==> src/hw/qpd_pkg.sv <==
/*
  Package for the quad-phase instruction decoder: phase encodings, opcode
  fields and timing constants.
  Assumes a single system clock at 10 MHz acting as the device oscillator.
*/
package qpd_pkg;

  // Phase state, one-hot
  typedef enum logic [3:0] {
    QPD_PH_DECODE  = 4'b0001,
    QPD_PH_READ    = 4'b0010,
    QPD_PH_PROCESS = 4'b0100,
    QPD_PH_WRITE   = 4'b1000
  } qpd_phase_t;

  // Operation class decoded from the upper opcode byte
  typedef enum logic [1:0] {
    QPD_OP_NONE = 2'h0,
    QPD_OP_ADDC = 2'h1,
    QPD_OP_CPGT = 2'h2,
    QPD_OP_CPLT = 2'h3
  } qpd_op_t;

  // Opcode field layout
  localparam int          OPC_W        = 16;
  localparam int          DATA_W       = 8;
  localparam int          HI_MSB       = 15;
  localparam int          HI_LSB       = 8;
  localparam int          ADDC_MSB     = 15;
  localparam int          ADDC_LSB     = 9;
  localparam int          DEST_BIT     = 8;
  localparam logic [6:0]  ADDC_PATTERN = 7'h08;     // 0001 000d
  localparam logic [7:0]  CPGT_PATTERN = 8'h32;     // 0011 0010
  localparam logic [7:0]  CPLT_PATTERN = 8'h30;     // 0011 0000
  localparam logic        DEST_WORKING_REGISTER    = 1'b0;

  // Reset values
  localparam logic [7:0]  WORKING_REGISTER_RESET   = 8'h00;
  localparam logic [15:0] NOP_WORD     = 16'h0000;

  // Timing: one phase is one oscillator period
  localparam int          CLK_PERIOD_NS   = 100;
  localparam int          OSC_PERIOD_NS   = 100;
  localparam int          PHASE_CYCLES    = (OSC_PERIOD_NS + CLK_PERIOD_NS - 1) / CLK_PERIOD_NS;
  localparam int          PHASES_PER_INSN = 4;

endpackage

==> src/hw/qpd_dec_if.sv <==
/*
  Interface carrying the decode result from the opcode decoder to the
  sequencer inside the instruction decoder.
  Assumes both ends are in the same clock domain.
*/
`timescale 1ns/1ns
`default_nettype none
interface qpd_dec_if;
  logic [15:0]      opcode;
  qpd_pkg::qpd_op_t op;
  logic             dest_file;
  logic [7:0]       faddr;

  modport dec (input opcode, output op, output dest_file, output faddr);
  modport seq (output opcode, input op, input dest_file, input faddr);
endinterface
`default_nettype wire

==> src/hw/qpd_core.sv <==
/*
  Quad-phase instruction sequencer and executor for add-with-carry and
  compare-skip file-register instructions. Holds the working register and
  carry; the file register array is external and reached through a read
  address, read data and a write strobe.
  Assumes program memory presents the instruction word on insn_i and the
  file value on file_rdata_i, both synchronous to clk_sys_i; file_rdata_i
  must answer the address on file_addr_o within the read phase.
*/
`timescale 1ns/1ns
`default_nettype none
module qpd_core (
  input  wire logic        clk_sys_i,
  input  wire logic        rst_i,
  input  wire logic        ce_i,
  input  wire logic [15:0] insn_i,
  input  wire logic [7:0]  file_rdata_i,
  output var  logic [3:0]  phase_o,
  output var  logic        insn_fetch_o,
  output var  logic [7:0]  file_addr_o,
  output var  logic [7:0]  file_wdata_o,
  output var  logic        file_we_o,
  output var  logic [7:0]  working_register_o,
  output var  logic        carry_o,
  output var  logic        forced_nop_o,
  output var  logic        skip_taken_o
);
  qpd_pkg::qpd_phase_t phase_q;
  qpd_pkg::qpd_phase_t phase_d;
  logic [15:0] opcode_q;
  logic [7:0]  fval_q;
  logic [7:0]  result_q;
  logic        carry_res_q;
  logic        skip_pend_q;
  logic        nop_q;
  logic [7:0]  working_register_q;
  logic        carry_q;
  logic        file_we_q;
  logic        fetch_q;
  logic        skip_q;

  qpd_dec_if dif ();

  // Next values, one per register
  wire [15:0] opcode_d;
  wire [7:0]  fval_d;
  wire [7:0]  result_d;
  wire        carry_res_d;
  wire        skip_pend_d;
  wire        nop_d;
  wire [7:0]  working_register_d;
  wire        carry_d;
  wire        file_we_d;
  wire        fetch_d;
  wire        skip_d;

  // Phase strobes, op matches and datapath nets
  wire       at_decode_w;
  wire       at_read_w;
  wire       at_process_w;
  wire       at_write_w;
  wire       is_addc_w;
  wire       is_cpgt_w;
  wire       is_cplt_w;
  wire [8:0] chain_w;
  wire [7:0] sum_bits_w;
  wire [8:0] sum_w;
  wire       gt_w;
  wire       lt_w;
  wire       skip_w;
  wire       live_w;
  wire       addc_live_w;
  wire       to_working_register_w;
  wire       to_file_w;

  assign dif.opcode = opcode_q;

  qpd_opdec u_dec (
    .d (dif)
  );

  // Phase advance, one step per oscillator period
  always_comb begin
    unique case (phase_q)
      qpd_pkg::QPD_PH_DECODE:  phase_d = qpd_pkg::QPD_PH_READ;
      qpd_pkg::QPD_PH_READ:    phase_d = qpd_pkg::QPD_PH_PROCESS;
      qpd_pkg::QPD_PH_PROCESS: phase_d = qpd_pkg::QPD_PH_WRITE;
      qpd_pkg::QPD_PH_WRITE:   phase_d = qpd_pkg::QPD_PH_DECODE;
      default:                 phase_d = qpd_pkg::QPD_PH_DECODE;
    endcase
  end

  // Which phase the next enabled edge closes
  assign at_decode_w  = phase_q == qpd_pkg::QPD_PH_DECODE;
  assign at_read_w    = phase_q == qpd_pkg::QPD_PH_READ;
  assign at_process_w = phase_q == qpd_pkg::QPD_PH_PROCESS;
  assign at_write_w   = phase_q == qpd_pkg::QPD_PH_WRITE;

  // Operation class from the decoder
  assign is_addc_w = dif.op == qpd_pkg::QPD_OP_ADDC;
  assign is_cpgt_w = dif.op == qpd_pkg::QPD_OP_CPGT;
  assign is_cplt_w = dif.op == qpd_pkg::QPD_OP_CPLT;

  // Ripple adder, one stage per bit; carry in is the stored carry
  // Bit 8 of the chain is the carry out kept for the write phase
  assign chain_w[0] = carry_q;
  for (genvar b = 0; b < qpd_pkg::DATA_W; b++) begin : g_add
    assign sum_bits_w[b] = working_register_q[b] ^ fval_q[b] ^ chain_w[b];
    assign chain_w[b+1]  = (working_register_q[b] & fval_q[b]) | (chain_w[b] & (working_register_q[b] ^ fval_q[b]));
  end
  assign sum_w = {chain_w[8], sum_bits_w};

  // Unsigned compares; no flag is touched
  assign gt_w   = fval_q > working_register_q;
  assign lt_w   = fval_q < working_register_q;
  assign skip_w = (is_cpgt_w && gt_w) ||
                  (is_cplt_w && lt_w);
  assign live_w = !nop_q;

  // Decode: a pending skip swaps the offered word for a no-operation
  // The ignored word still shows on insn_i; only the latch drops it
  assign opcode_d    = !at_decode_w ? opcode_q :
                       skip_pend_q  ? qpd_pkg::NOP_WORD :
                                      insn_i;
  assign nop_d       = at_decode_w ? skip_pend_q : nop_q;
  // Read: a file write from the previous slot has landed by now
  assign fval_d      = at_read_w ? file_rdata_i : fval_q;
  // Process: sum and carry held until write; skip raised here
  assign result_d    = at_process_w ? sum_w[7:0] : result_q;
  assign carry_res_d = at_process_w ? sum_w[8] : carry_res_q;
  assign skip_d      = at_process_w && live_w && skip_w;
  assign skip_pend_d = skip_d || (skip_pend_q && !at_decode_w);
  // Write: an add commits to exactly one destination
  assign addc_live_w = at_write_w && live_w && is_addc_w;
  assign to_working_register_w   = addc_live_w && (dif.dest_file == qpd_pkg::DEST_WORKING_REGISTER);
  assign to_file_w   = addc_live_w && (dif.dest_file != qpd_pkg::DEST_WORKING_REGISTER);
  assign working_register_d      = to_working_register_w ? result_q : working_register_q;
  assign carry_d     = addc_live_w ? carry_res_q : carry_q;
  assign file_we_d   = to_file_w;
  assign fetch_d     = at_write_w;

  // Phase register; the clock enable stands in for one oscillator tick
  // Reset lands in decode so the first enabled edge takes a word
  always_ff @(posedge clk_sys_i) begin
    if (rst_i) begin
      phase_q <= qpd_pkg::QPD_PH_DECODE;
    end else if (ce_i) begin
      phase_q <= phase_d;
    end
  end

  // Instruction latch and skip bookkeeping
  // The pending skip is only ever cleared in decode, never set there
  always_ff @(posedge clk_sys_i) begin
    if (rst_i) begin
      opcode_q    <= qpd_pkg::NOP_WORD;
      nop_q       <= 1'b0;
      skip_pend_q <= 1'b0;
    end else if (ce_i) begin
      opcode_q    <= opcode_d;
      nop_q       <= nop_d;
      skip_pend_q <= skip_pend_d;
    end
  end

  // Operand and result latches
  always_ff @(posedge clk_sys_i) begin
    if (rst_i) begin
      fval_q      <= 8'h00;
      result_q    <= 8'h00;
      carry_res_q <= 1'b0;
    end else if (ce_i) begin
      fval_q      <= fval_d;
      result_q    <= result_d;
      carry_res_q <= carry_res_d;
    end
  end

  // Working register and carry; only a live add moves them
  // Compares never reach this block, so the carry survives them
  always_ff @(posedge clk_sys_i) begin
    if (rst_i) begin
      working_register_q  <= qpd_pkg::WORKING_REGISTER_RESET;
      carry_q <= 1'b0;
    end else if (ce_i) begin
      working_register_q  <= working_register_d;
      carry_q <= carry_d;
    end
  end

  // One-cycle strobes, cleared on every enabled edge
  // A frozen clock enable stretches them along with the phase
  always_ff @(posedge clk_sys_i) begin
    if (rst_i) begin
      file_we_q <= 1'b0;
      fetch_q   <= 1'b0;
      skip_q    <= 1'b0;
    end else if (ce_i) begin
      file_we_q <= file_we_d;
      fetch_q   <= fetch_d;
      skip_q    <= skip_d;
    end
  end

  // Registered outputs; the file address is the latched opcode's low byte
  assign phase_o            = phase_q;
  assign insn_fetch_o       = fetch_q;
  assign file_addr_o        = dif.faddr;
  assign file_wdata_o       = result_q;
  assign file_we_o          = file_we_q;
  assign working_register_o = working_register_q;
  assign carry_o            = carry_q;
  assign forced_nop_o       = nop_q;
  assign skip_taken_o       = skip_q;
endmodule
`default_nettype wire

==> src/hw/qpd_opdec.sv <==
/*
  Combinational opcode decoder for the add-with-carry and compare-skip
  instructions.
  Assumes the opcode on the interface is stable during the decode phase.
*/
`timescale 1ns/1ns
`default_nettype none
module qpd_opdec (
  qpd_dec_if.dec d
);
  wire [7:0] hi_byte;
  wire       is_addc;
  wire       is_cpgt;
  wire       is_cplt;

  // Field match on the upper byte
  assign hi_byte = d.opcode[qpd_pkg::HI_MSB:qpd_pkg::HI_LSB];
  assign is_addc = d.opcode[qpd_pkg::ADDC_MSB:qpd_pkg::ADDC_LSB] == qpd_pkg::ADDC_PATTERN;
  assign is_cpgt = hi_byte == qpd_pkg::CPGT_PATTERN;
  assign is_cplt = hi_byte == qpd_pkg::CPLT_PATTERN;

  // Operation select and destination
  assign d.op = is_addc ? qpd_pkg::QPD_OP_ADDC :
                is_cpgt ? qpd_pkg::QPD_OP_CPGT :
                is_cplt ? qpd_pkg::QPD_OP_CPLT : qpd_pkg::QPD_OP_NONE;
  assign d.dest_file = d.opcode[qpd_pkg::DEST_BIT];
  assign d.faddr     = d.opcode[7:0];
endmodule
`default_nettype wire

==> config.mk <==
export PLATFORM = sky130hd
export DESIGN_NAME = qpd_core
export DESIGN_NICKNAME = d
export VERILOG_FILES = /design/src/hw/qpd_pkg.sv /design/src/hw/qpd_dec_if.sv /design/src/hw/qpd_core.sv /design/src/hw/qpd_opdec.sv
export SDC_FILE = /design/constraint.sdc
export NUM_CORES = 1
export LEC_CHECK = 0
export BUFFER_PORTS_ARGS = -buffer_cell sky130_fd_sc_hd__buf_2
export CORE_MARGIN = 5
export CORE_UTILIZATION = 46
export DETAILED_ROUTE_END_ITERATION = 10
export GPL_TIMING_DRIVEN = 1
export PLACE_DENSITY = 0.73
export SLEW_MARGIN = 10
export SYNTH_ARGS = -nofsm -noshare
export SYNTH_HDL_FRONTEND = slang
export SYNTH_SLANG_ARGS = --single-unit
==> constraint.sdc <==
create_clock -name clk_sys_i -period 3.6 [get_ports clk_sys_i]
set_input_delay 0.18 -clock clk_sys_i [delete_from_list [all_inputs] [get_ports clk_sys_i]]
set_output_delay 0.18 -clock clk_sys_i [all_outputs]
set_load 0.1 [all_outputs]
Word-level counts from Yosys, hierarchy flattened:

Index checks and enable logic that the tools add are counted.

* output and inout bits: 33
* input bits: 27
* logic and storage cells: 88
* register bits: 51

* equal/unequal tests: 10
* $lt $le $gt $ge: 2
* bitwise logic cells: 41
* muxes and demuxes: 5
* reduce and logical (&&, ||, !) cells: 18

Operators by type and width (number)
* bitwise AND 1 bit: 16
* equality test 8 x 6 -> 1 bit (second input constant): 2
* 2-to-1 mux 16 bit: 1
* XOR 1 bit: 16
* one-hot mux 4 bit (3 select lines): 1
* AND reduction 2 bit: 5
* logical AND 1 bit: 9
* > comparator 8 bit: 1
* less-than comparator 8 bit: 1
* bitwise OR 1 bit: 8
* equality test 7 x 4 -> 1 bit (second input constant): 1
* 2-to-1 mux 2 bit: 3
* equality test 2 bit (second input constant): 2
* equality test 4 x 1 -> 1 bit (second input constant): 1
* equality test 4 x 2 -> 1 bit (second input constant): 1
* equality test 4 x 3 -> 1 bit (second input constant): 1
* equality test 4 bit (second input constant): 1
* equality test 2 x 1 -> 1 bit (second input constant): 1
* zero test 1 bit: 2
* logical OR 1 bit: 2
* NOT 1 bit: 1

Depth between registers and ports, before layout:

Gate-level depths: netlist of run 1.

* word-level depth: 17
* gate-level depth with buffers: 14
* depth with buffers taken out: 14

Cells and area by module:

A second synthesis of run 1 with hierarchy kept.

* cells, all modules: 258
* area total of the unflattened synthesis: 2408.6 um2

Modules (own cells, without submodules)
* qpd_core: sequential area each 1021.0 um2, instances 1, area each 2302.2 um2, cells each 244
* qpd_opdec: sequential area each 0.0 um2, instances 1, area each 106.4 um2, cells each 14

Least setup slack after synthesis of run 1:

Ideal clock, no wire load.

* path kind: register to register
* start point: register working_register_q[0] (netlist: working_register_o[0])
* end point: register result_q[7] (netlist: file_wdata_o[7])
* stages on the path, launching flop included: 15
* setup slack: -0.487 ns
* data arrival time: 4.020 ns
* library setup time: 0.067 ns
* clock period less this slack: 4.087 ns
* buffers on the path: 0
* data required time: 3.533 ns
* path through: dfxtp_1 -> inv_1 -> fa_1 -> inv_1 -> fa_1 -> fa_1 -> fa_1 -> fa_1 -> fa_1 -> fa_1 -> inv_1 -> fa_1 -> nor2_1 -> a21oi_1 -> nor2_1

* longest elaborated chain between the ends: 16
* elaborated cells on any way between the ends: 17
* classes of those cells: bitwise (17)

RTL lines
* from (decl): line qpd_core.sv:36 `logic [7:0] working_register_q;`
* from (signal assigned): line qpd_core.sv:183 `working_register_q <= qpd_pkg::WORKING_REGISTER_RESET;`
* from (signal assigned): line qpd_core.sv:186 `working_register_q <= working_register_d;`
* XOR 1 bit: line qpd_core.sv:109 `assign chain_w[b+1] = (working_register_q[b] & fval_q[b]) | (chain_w[b] & (working_register_q[b] ^ fval_q[b])) ...`
* bitwise AND 1 bit: line qpd_core.sv:109
* bitwise OR 1 bit (*): line qpd_core.sv:109
* bitwise AND 1 bit (*): line qpd_core.sv:109
* bitwise OR 1 bit (*): line qpd_core.sv:109
* bitwise AND 1 bit (*): line qpd_core.sv:109
* bitwise OR 1 bit (*): line qpd_core.sv:109
* bitwise AND 1 bit (*): line qpd_core.sv:109
* bitwise OR 1 bit (*): line qpd_core.sv:109
* bitwise AND 1 bit (*): line qpd_core.sv:109
* bitwise OR 1 bit (*): line qpd_core.sv:109
* bitwise AND 1 bit (*): line qpd_core.sv:109
* bitwise OR 1 bit (*): line qpd_core.sv:109
* bitwise AND 1 bit (*): line qpd_core.sv:109
* bitwise OR 1 bit (*): line qpd_core.sv:109
* XOR 1 bit (*): line qpd_core.sv:108 `assign sum_bits_w[b] = working_register_q[b] ^ fval_q[b] ^ chain_w[b];`
* to (signal assigned): line qpd_core.sv:174 `result_q <= result_d;`
* to (decl): line qpd_core.sv:32 `logic [7:0] result_q;`

Mark *: on every way between the ends. The rest lies on a longest branch, timed or not.
A chain may end at the register's enable or synchronous reset.

Worst setup path after layout of run 1:

Ends and elaborated chain as after synthesis.

==> impl_results.md, run 1 <==
- Setup WS post-layout: between 0.1 and 0.15 ns
- Critical path data required time: approximately 3.8 ns
- Cells after synthesis: ~260
- Ys Warns: 0
- Drt drc: 0
- Fin Setup TNS: 0 ns
- Post-synth top area share: roughly 43%
- I/O Buffers: 59
- Vias in the first global route: 1676
- Library cells used by synthesis: 36
- VDD IR max: 0.2436 mV
- Synth Cell Area: approximately 2400 um2
- Initial antenna violation count: 0
- Routed WL: 4945 um
- Fillers: between 400 and 500
- Primary FF master, synth: dfxtp_1
- Slew Limit Fails: 0
- Vias post-DR: 1848
- Pwr dens: approximately 420 nW/um2
- Row cnt: 26
- Tcrit/Tclk final: 95.87%
- Ports: 60
- Multi-input combinational cell area: 1206 um2
- Core footprint: 5075 um2
- Largest net degree at the start of global routing: 53
- Drt via density: 4.941
- Top area cells in the synthesized netlist: dfxtp_1, mux2i_1, fa_1, a21oi_1, nor2_1
- Maximum buffer depth of the clock tree: 2
- Initial Util: 47.19%
- Max-cap violations: 0
- Startpoint Class: flip-flop
- Wire per inst: 13.22 um
- Avg Inst Size Synth: 9.282 um2
- Skew-Pair Late Insertion Delay: 0.31 ns
- Register area share after synthesis: 42.63%
- Dominant cell type by area after synthesis: dfxtp_1
- Hold crit path type: in2reg
- Crit Path Max Fanout: 4
- Postcts setup bufs: 0
- Status: completed
- Die W: 82.16 um
- Synth async-reset ratio: 0%
- Synth Register Bits: 51
- Tmin final: 3.451 ns
- Synth Net Count: 301
- Die area: 6749 um2
- Layout net count: 346
- TritonCTS clock tree: yes
- Fin util: 55.00%
- Share of cells above drive strength 1: 29.28%
- Routability cong.: roughly 0.76
- Count of flip-flops with a built-in enable after synthesis: 0
- Slew of the pin with the lowest slew margin: 1.144 ns
- Final Skew: 0.009097 ns
- Final setup vio count: 0
- DP Worst Slack: ~0.027 ns
- Global-route wire length before repair: 8217 um
- DR pass1 iterations: 4
- Die Ht: 82.16 um
- Clock net sink count: 51
- Seq. cell area: 1030 um2
- Total gr overflow: 0
- Critical Path AT: 3.69 ns
- Rel. slew slack: about a quarter
- Worst-path clk slew: about 0.09 ns
- F_max: 289.7 MHz
- RSZ-0062 raised after global routing: true
- HPWL reported at the end of detailed placement: 3650 um
- CTS H-tree lvls: 2
- CTS Buf Count: 5
- Drt first-iter violations: 73
- Layout Area Growth over Synthesis: 16.56%
- Leakage: approximately 1.2 nW
- Setup Crit Path Kind: reg2reg
- DRT antenna net count: 0
- Clock Tree Root: clkbuf_8
- Crit. End Element: flip-flop
- Post_cts resized: 0
- Antenna diode count: 0
- Hold_buf cts: 0
- GRT Total Usage: 15.99%
- Final hold vios: 0
==> power by group <==
part / internal, mW / switching (mW)
clock: 0.225 / 0.187
combinational: 0.0423 / 0.117
sequential: 0.579 / 0.0130
==> routing by layer <==
layer / vias up / part of all wire [%] / GRT usage [%] / wire length [um]
met4: 0 / 1.2 / 4.485 / 59
met5: - / 0 / 0 / 0
li1: 947 / - / - / -
met1: 844 / 45 / 21.27 / 2237
met3: 7 / 6.8 / 4.447 / 336
met2: 50 / 47 / 25.44 / 2311
==> stage by stage <==
step | instance area [um2] | instances | hold slack, ns | power [mW]
after floorplan | 2414 | 258 | 0.3239 | 0.7413
after global placement | 2666 | 366 | 0.4098 | 0.7635
after detailed placement | 2666 | 366 | 0.4180 | 0.7653
after CTS | 2784 | 374 | 0.08712 | 1.175
after global routing | 2791 | 374 | 0.1045 | 1.214
final | 2791 | 374 | 0.09242 | 1.163
==> logic make-up after synthesis <==
family	synth area share [%]
xor+xnor	0.3658
buf+inv	7.628
fa+ha+maj	10.87
simple gates	20.74
compound gates	8.150
mux	9.613
flops	42.63
==> worst max-delay path, stage by stage, from the launching register on <==
cell     delay (ns)
dfxtp_4        0.37
inv_4          0.05
fa_1           0.15
inv_1          0.05
fa_2           0.34
fa_2           0.35
fa_2           0.34
fa_2           0.34
fa_2           0.35
fa_2           0.34
inv_2          0.06
fa_1           0.40
nor2_1         0.10
a21oi_1        0.05
nor2_1         0.09
==> cells in the mapped netlist (2+ instances only) <==
cell and instances:
a21oi_1 29, buf_4 9, clkbuf_1 8, dfxtp_1 51, dlygate4sd1_1 2, fa_1 8
ha_1 8, inv_1 14, mux2i_1 23, nand2_1 20, nand2b_1 6, nand3_1 19
nand4_1 2, nor2_1 33, nor2b_1 2, o211ai_1 2, o21a_1 2, or2_2 2
==> worst paths after layout <==
check	end	slack (ns)	depth (start not counted)	from
setup / recovery	file_wdata_o[7]	0.15	14	working_register_o[0]
hold / removal	fval_q[3]	0.09	3	file_rdata_i[3]
hold reg to reg	dif.opcode[7]	0.45	2	dif.opcode[7]
setup reg to reg	file_wdata_o[7]	0.15	14	working_register_o[0]
==> state kept, by name, indices dropped and copies added (netlist names), 4 cells and up <==
| signal | cells |
|---|---|
| working_register_o | 8 |
| file_wdata_o | 8 |
| fval_q | 8 |
| phase_o | 4 |
| dif.opcode | 16 |
==> placed cells by master, fill, tap and decap left out, types with 2 or more instances in the layout <==
| cell | instances |
|---|---|
| a21oi_1 | 29 |
| buf_2 | 59 |
| clkbuf_8 | 6 |
| dfxtp_1 | 48 |
| dfxtp_4 | 2 |
| fa_1 | 2 |
| fa_2 | 6 |
| ha_1 | 8 |
| inv_1 | 10 |
| inv_2 | 3 |
| mux2i_1 | 23 |
| nand2_1 | 20 |
| nand2b_1 | 6 |
| nand3_1 | 19 |
| nand4_1 | 2 |
| nor2_1 | 33 |
| nor2b_1 | 2 |
| o211ai_1 | 2 |
| o21a_1 | 2 |
| or2_2 | 2 |
==> area by class of cell <==
class,instances,share of cell area (%)
repair buffers,59,10.58
inverters,14,1.972
well taps,70,3.138
multi-input cells,172,43.21
clock inverters,2,1.255
clock buffers,6,2.958
flip-flops and latches,51,36.89
Note: power is estimated with default switching activity, not from simulation.
==> inputs of run 2 (changes only) <==
CORE_UTILIZATION = 47   (was 46)
PLACE_DENSITY = 0.75   (was 0.73)
==> run 2 against run 1 <==
Routed wire length rose by 2.4%. Hold slack improved by 0.014 ns. Combinational power barely moved. Cell area rose by 0.18%. Highest routed layer unchanged. Largest cell class unchanged.
==> impl_results.md, run 2 (same netlist as run 1, synthesis figures left out) <==
- Core footprint: 5042 um2
- Die area: 6623 um2
- Fin Setup TNS: 0 ns
- Placed Cells: around 370
- F_max: 285.0 MHz
- Maximum buffer depth of the clock tree: 2
- Hold crit path type: in2reg
- Commonest non-fill, non-tap cell in the layout: buf_2
- GRT Total Usage: 16.32%
- Switching power: 0.3150 mW
- I/O Buffers: 59
- Slew Limit Fails: 0
- Wire per inst: 13.50 um
- DR pass1 iterations: 4
- Setup Crit Path Kind: reg2reg
- Die Ht: approximately 80 um
- Worst-case reg-to-reg path depth: 14
- Leading cell types in the layout, fill and taps excluded: buf_2, dfxtp_1, nor2_1
- TritonCTS clock tree: yes
- Hold_buf cts: 0
- Final instance area: 2796 um2
- DRT antenna net count: 0
- VDD IR max: 0.2070 mV
- Final cell count without fillers: 375
- Placed inst area: 2666 um2
- Initial Util: 47.49%
- Met2 WL post-DR: 2409 um
- Combinational fraction of design power: 13.8%
- Skew-Pair Late Insertion Delay: 0.30 ns
- Metal1 wirelength: around 2300 um
- Setup WS post-layout: 0.09084 ns
- Critical path data required time: approximately 3.8 ns
- Final setup vio count: 0
- RSZ-0062 raised after global routing: true
- Highest metal used: met4
- Max reg flops: 16
- Worst-path clk slew: 0.09 ns
- Tmin final: 3.509 ns
- DP Worst Slack: 0.005224 ns
- Met3 routed WL: 286 um
- Fin util: 55.46%
- CTS Buf Count: 5
- CTS H-tree lvls: 2
- Total power: 1.161 mW
- Tcrit/Tclk final: a little over nine tenths
- Status: completed
- Routed WL: ~5000 um
- Ports: 60
- Fillers: 461
- HPWL reported at the end of detailed placement: 3687 um
- Drt via density: 4.904
- Crit. End Element: flip-flop
- Vias in the first global route: 1770
- Total gr overflow: 0
- Power Internal: ~0.85 mW
- Die W: about 81 um
- Seq pwr share: 51.0%
- Max-cap violations: 0
- Slew of the pin with the lowest slew margin: roughly 1.1 ns
- Final Skew: 0.007722 ns
- WHS Path Cells: 3
- Minimum hold slack: between 0.1 and 0.15 ns
- Startpoint Class: flip-flop
- Vias post-DR: 1839
- Clock Tree Root: clkbuf_8
- Drt first-iter violations: 90
- Global-route wire length before repair: 8307 um
- Final hold vios: 0
- Sw frac: 27.13%
- Largest net degree at the start of global routing: 53
- Rel. slew slack: roughly 25%
- Row cnt: 26
- Routability cong.: approximately 0.74
- Initial antenna violation count: 0
- Power share of the clock group: a little over a third
- Drt drc: 0
- Layout Area Growth over Synthesis: 16.77%
- Crit Path Max Fanout: 2
- Clock net sink count: 51
- Pwr dens: 415.2 nW/um2
- Critical Path AT: 3.74 ns
- Layout net count: 347
- Leakage: between 1 and 1.5 nW
- Antenna diode count: 0
- Share of cells above drive strength 1: 29.51%
## run 2: changes by cell type in the layout (fill, tap and decap cells not counted), sizes merged
| cell | before | now |
|---|---|---|
| buf | 59 | 60 |
## run 2: worst max-delay path: stages, from the launching register on
cell,delay (ns)
dfxtp_4,0.35
inv_2,0.05
fa_1,0.15
inv_1,0.05
fa_2,0.33
fa_2,0.34
fa_2,0.35
fa_2,0.35
fa_2,0.35
fa_2,0.34
inv_2,0.07
fa_1,0.40
nor2_1,0.12
a21oi_1,0.06
nor2_1,0.10
## run 2: timing repair
item,CTS,global route
buffers inserted,1,0
endpoints found under the hold margin,0,0
gates resized for setup,3,1
pin swaps,5,5
endpoints found under the setup margin,1,1
## run 2: layer usage
layer,vias up,track usage (%)
li1,948,-
met1,844,19.67
met2,40,28.09
met3,7,4.435
met4,0,5.068
met5,-,0
## run 2: area by class of cell
type,count,area (um2),area share [%]
Clock inverter,2,35.03,1.253
Sequential cell,51,1030,36.82
Timing Repair Buffer,60,302.8,10.83
Inverter,14,52.55,1.879
Multi-Input combinational cell,172,1206,43.13
Tap cell,70,87.58,3.132
Clock buffer,6,82.58,2.953
## run 2: power groups by stage
stage	Clock, mW	Sequential, mW	Combinational (mW)
4_1_cts	0.422	0.592	0.161
6_report	0.409	0.592	0.160
2_1_floorplan	0	0.620	0.121
3_5_place_dp	0	0.605	0.161
3_3_place_gp	0	0.605	0.158
5_1_grt	0.448	0.595	0.172
## run 2: path summary, 6_finish.rpt
check / slack [ns] / start / endpoint
worst max-delay path: 0.09 / working_register_o[0] / file_wdata_o[7]
worst min-delay path: 0.11 / file_rdata_i[4] / fval_q[4]
worst max register to register: 0.09 / working_register_o[0] / file_wdata_o[7]
worst min register to register: 0.45 / dif.opcode[7] / dif.opcode[7]
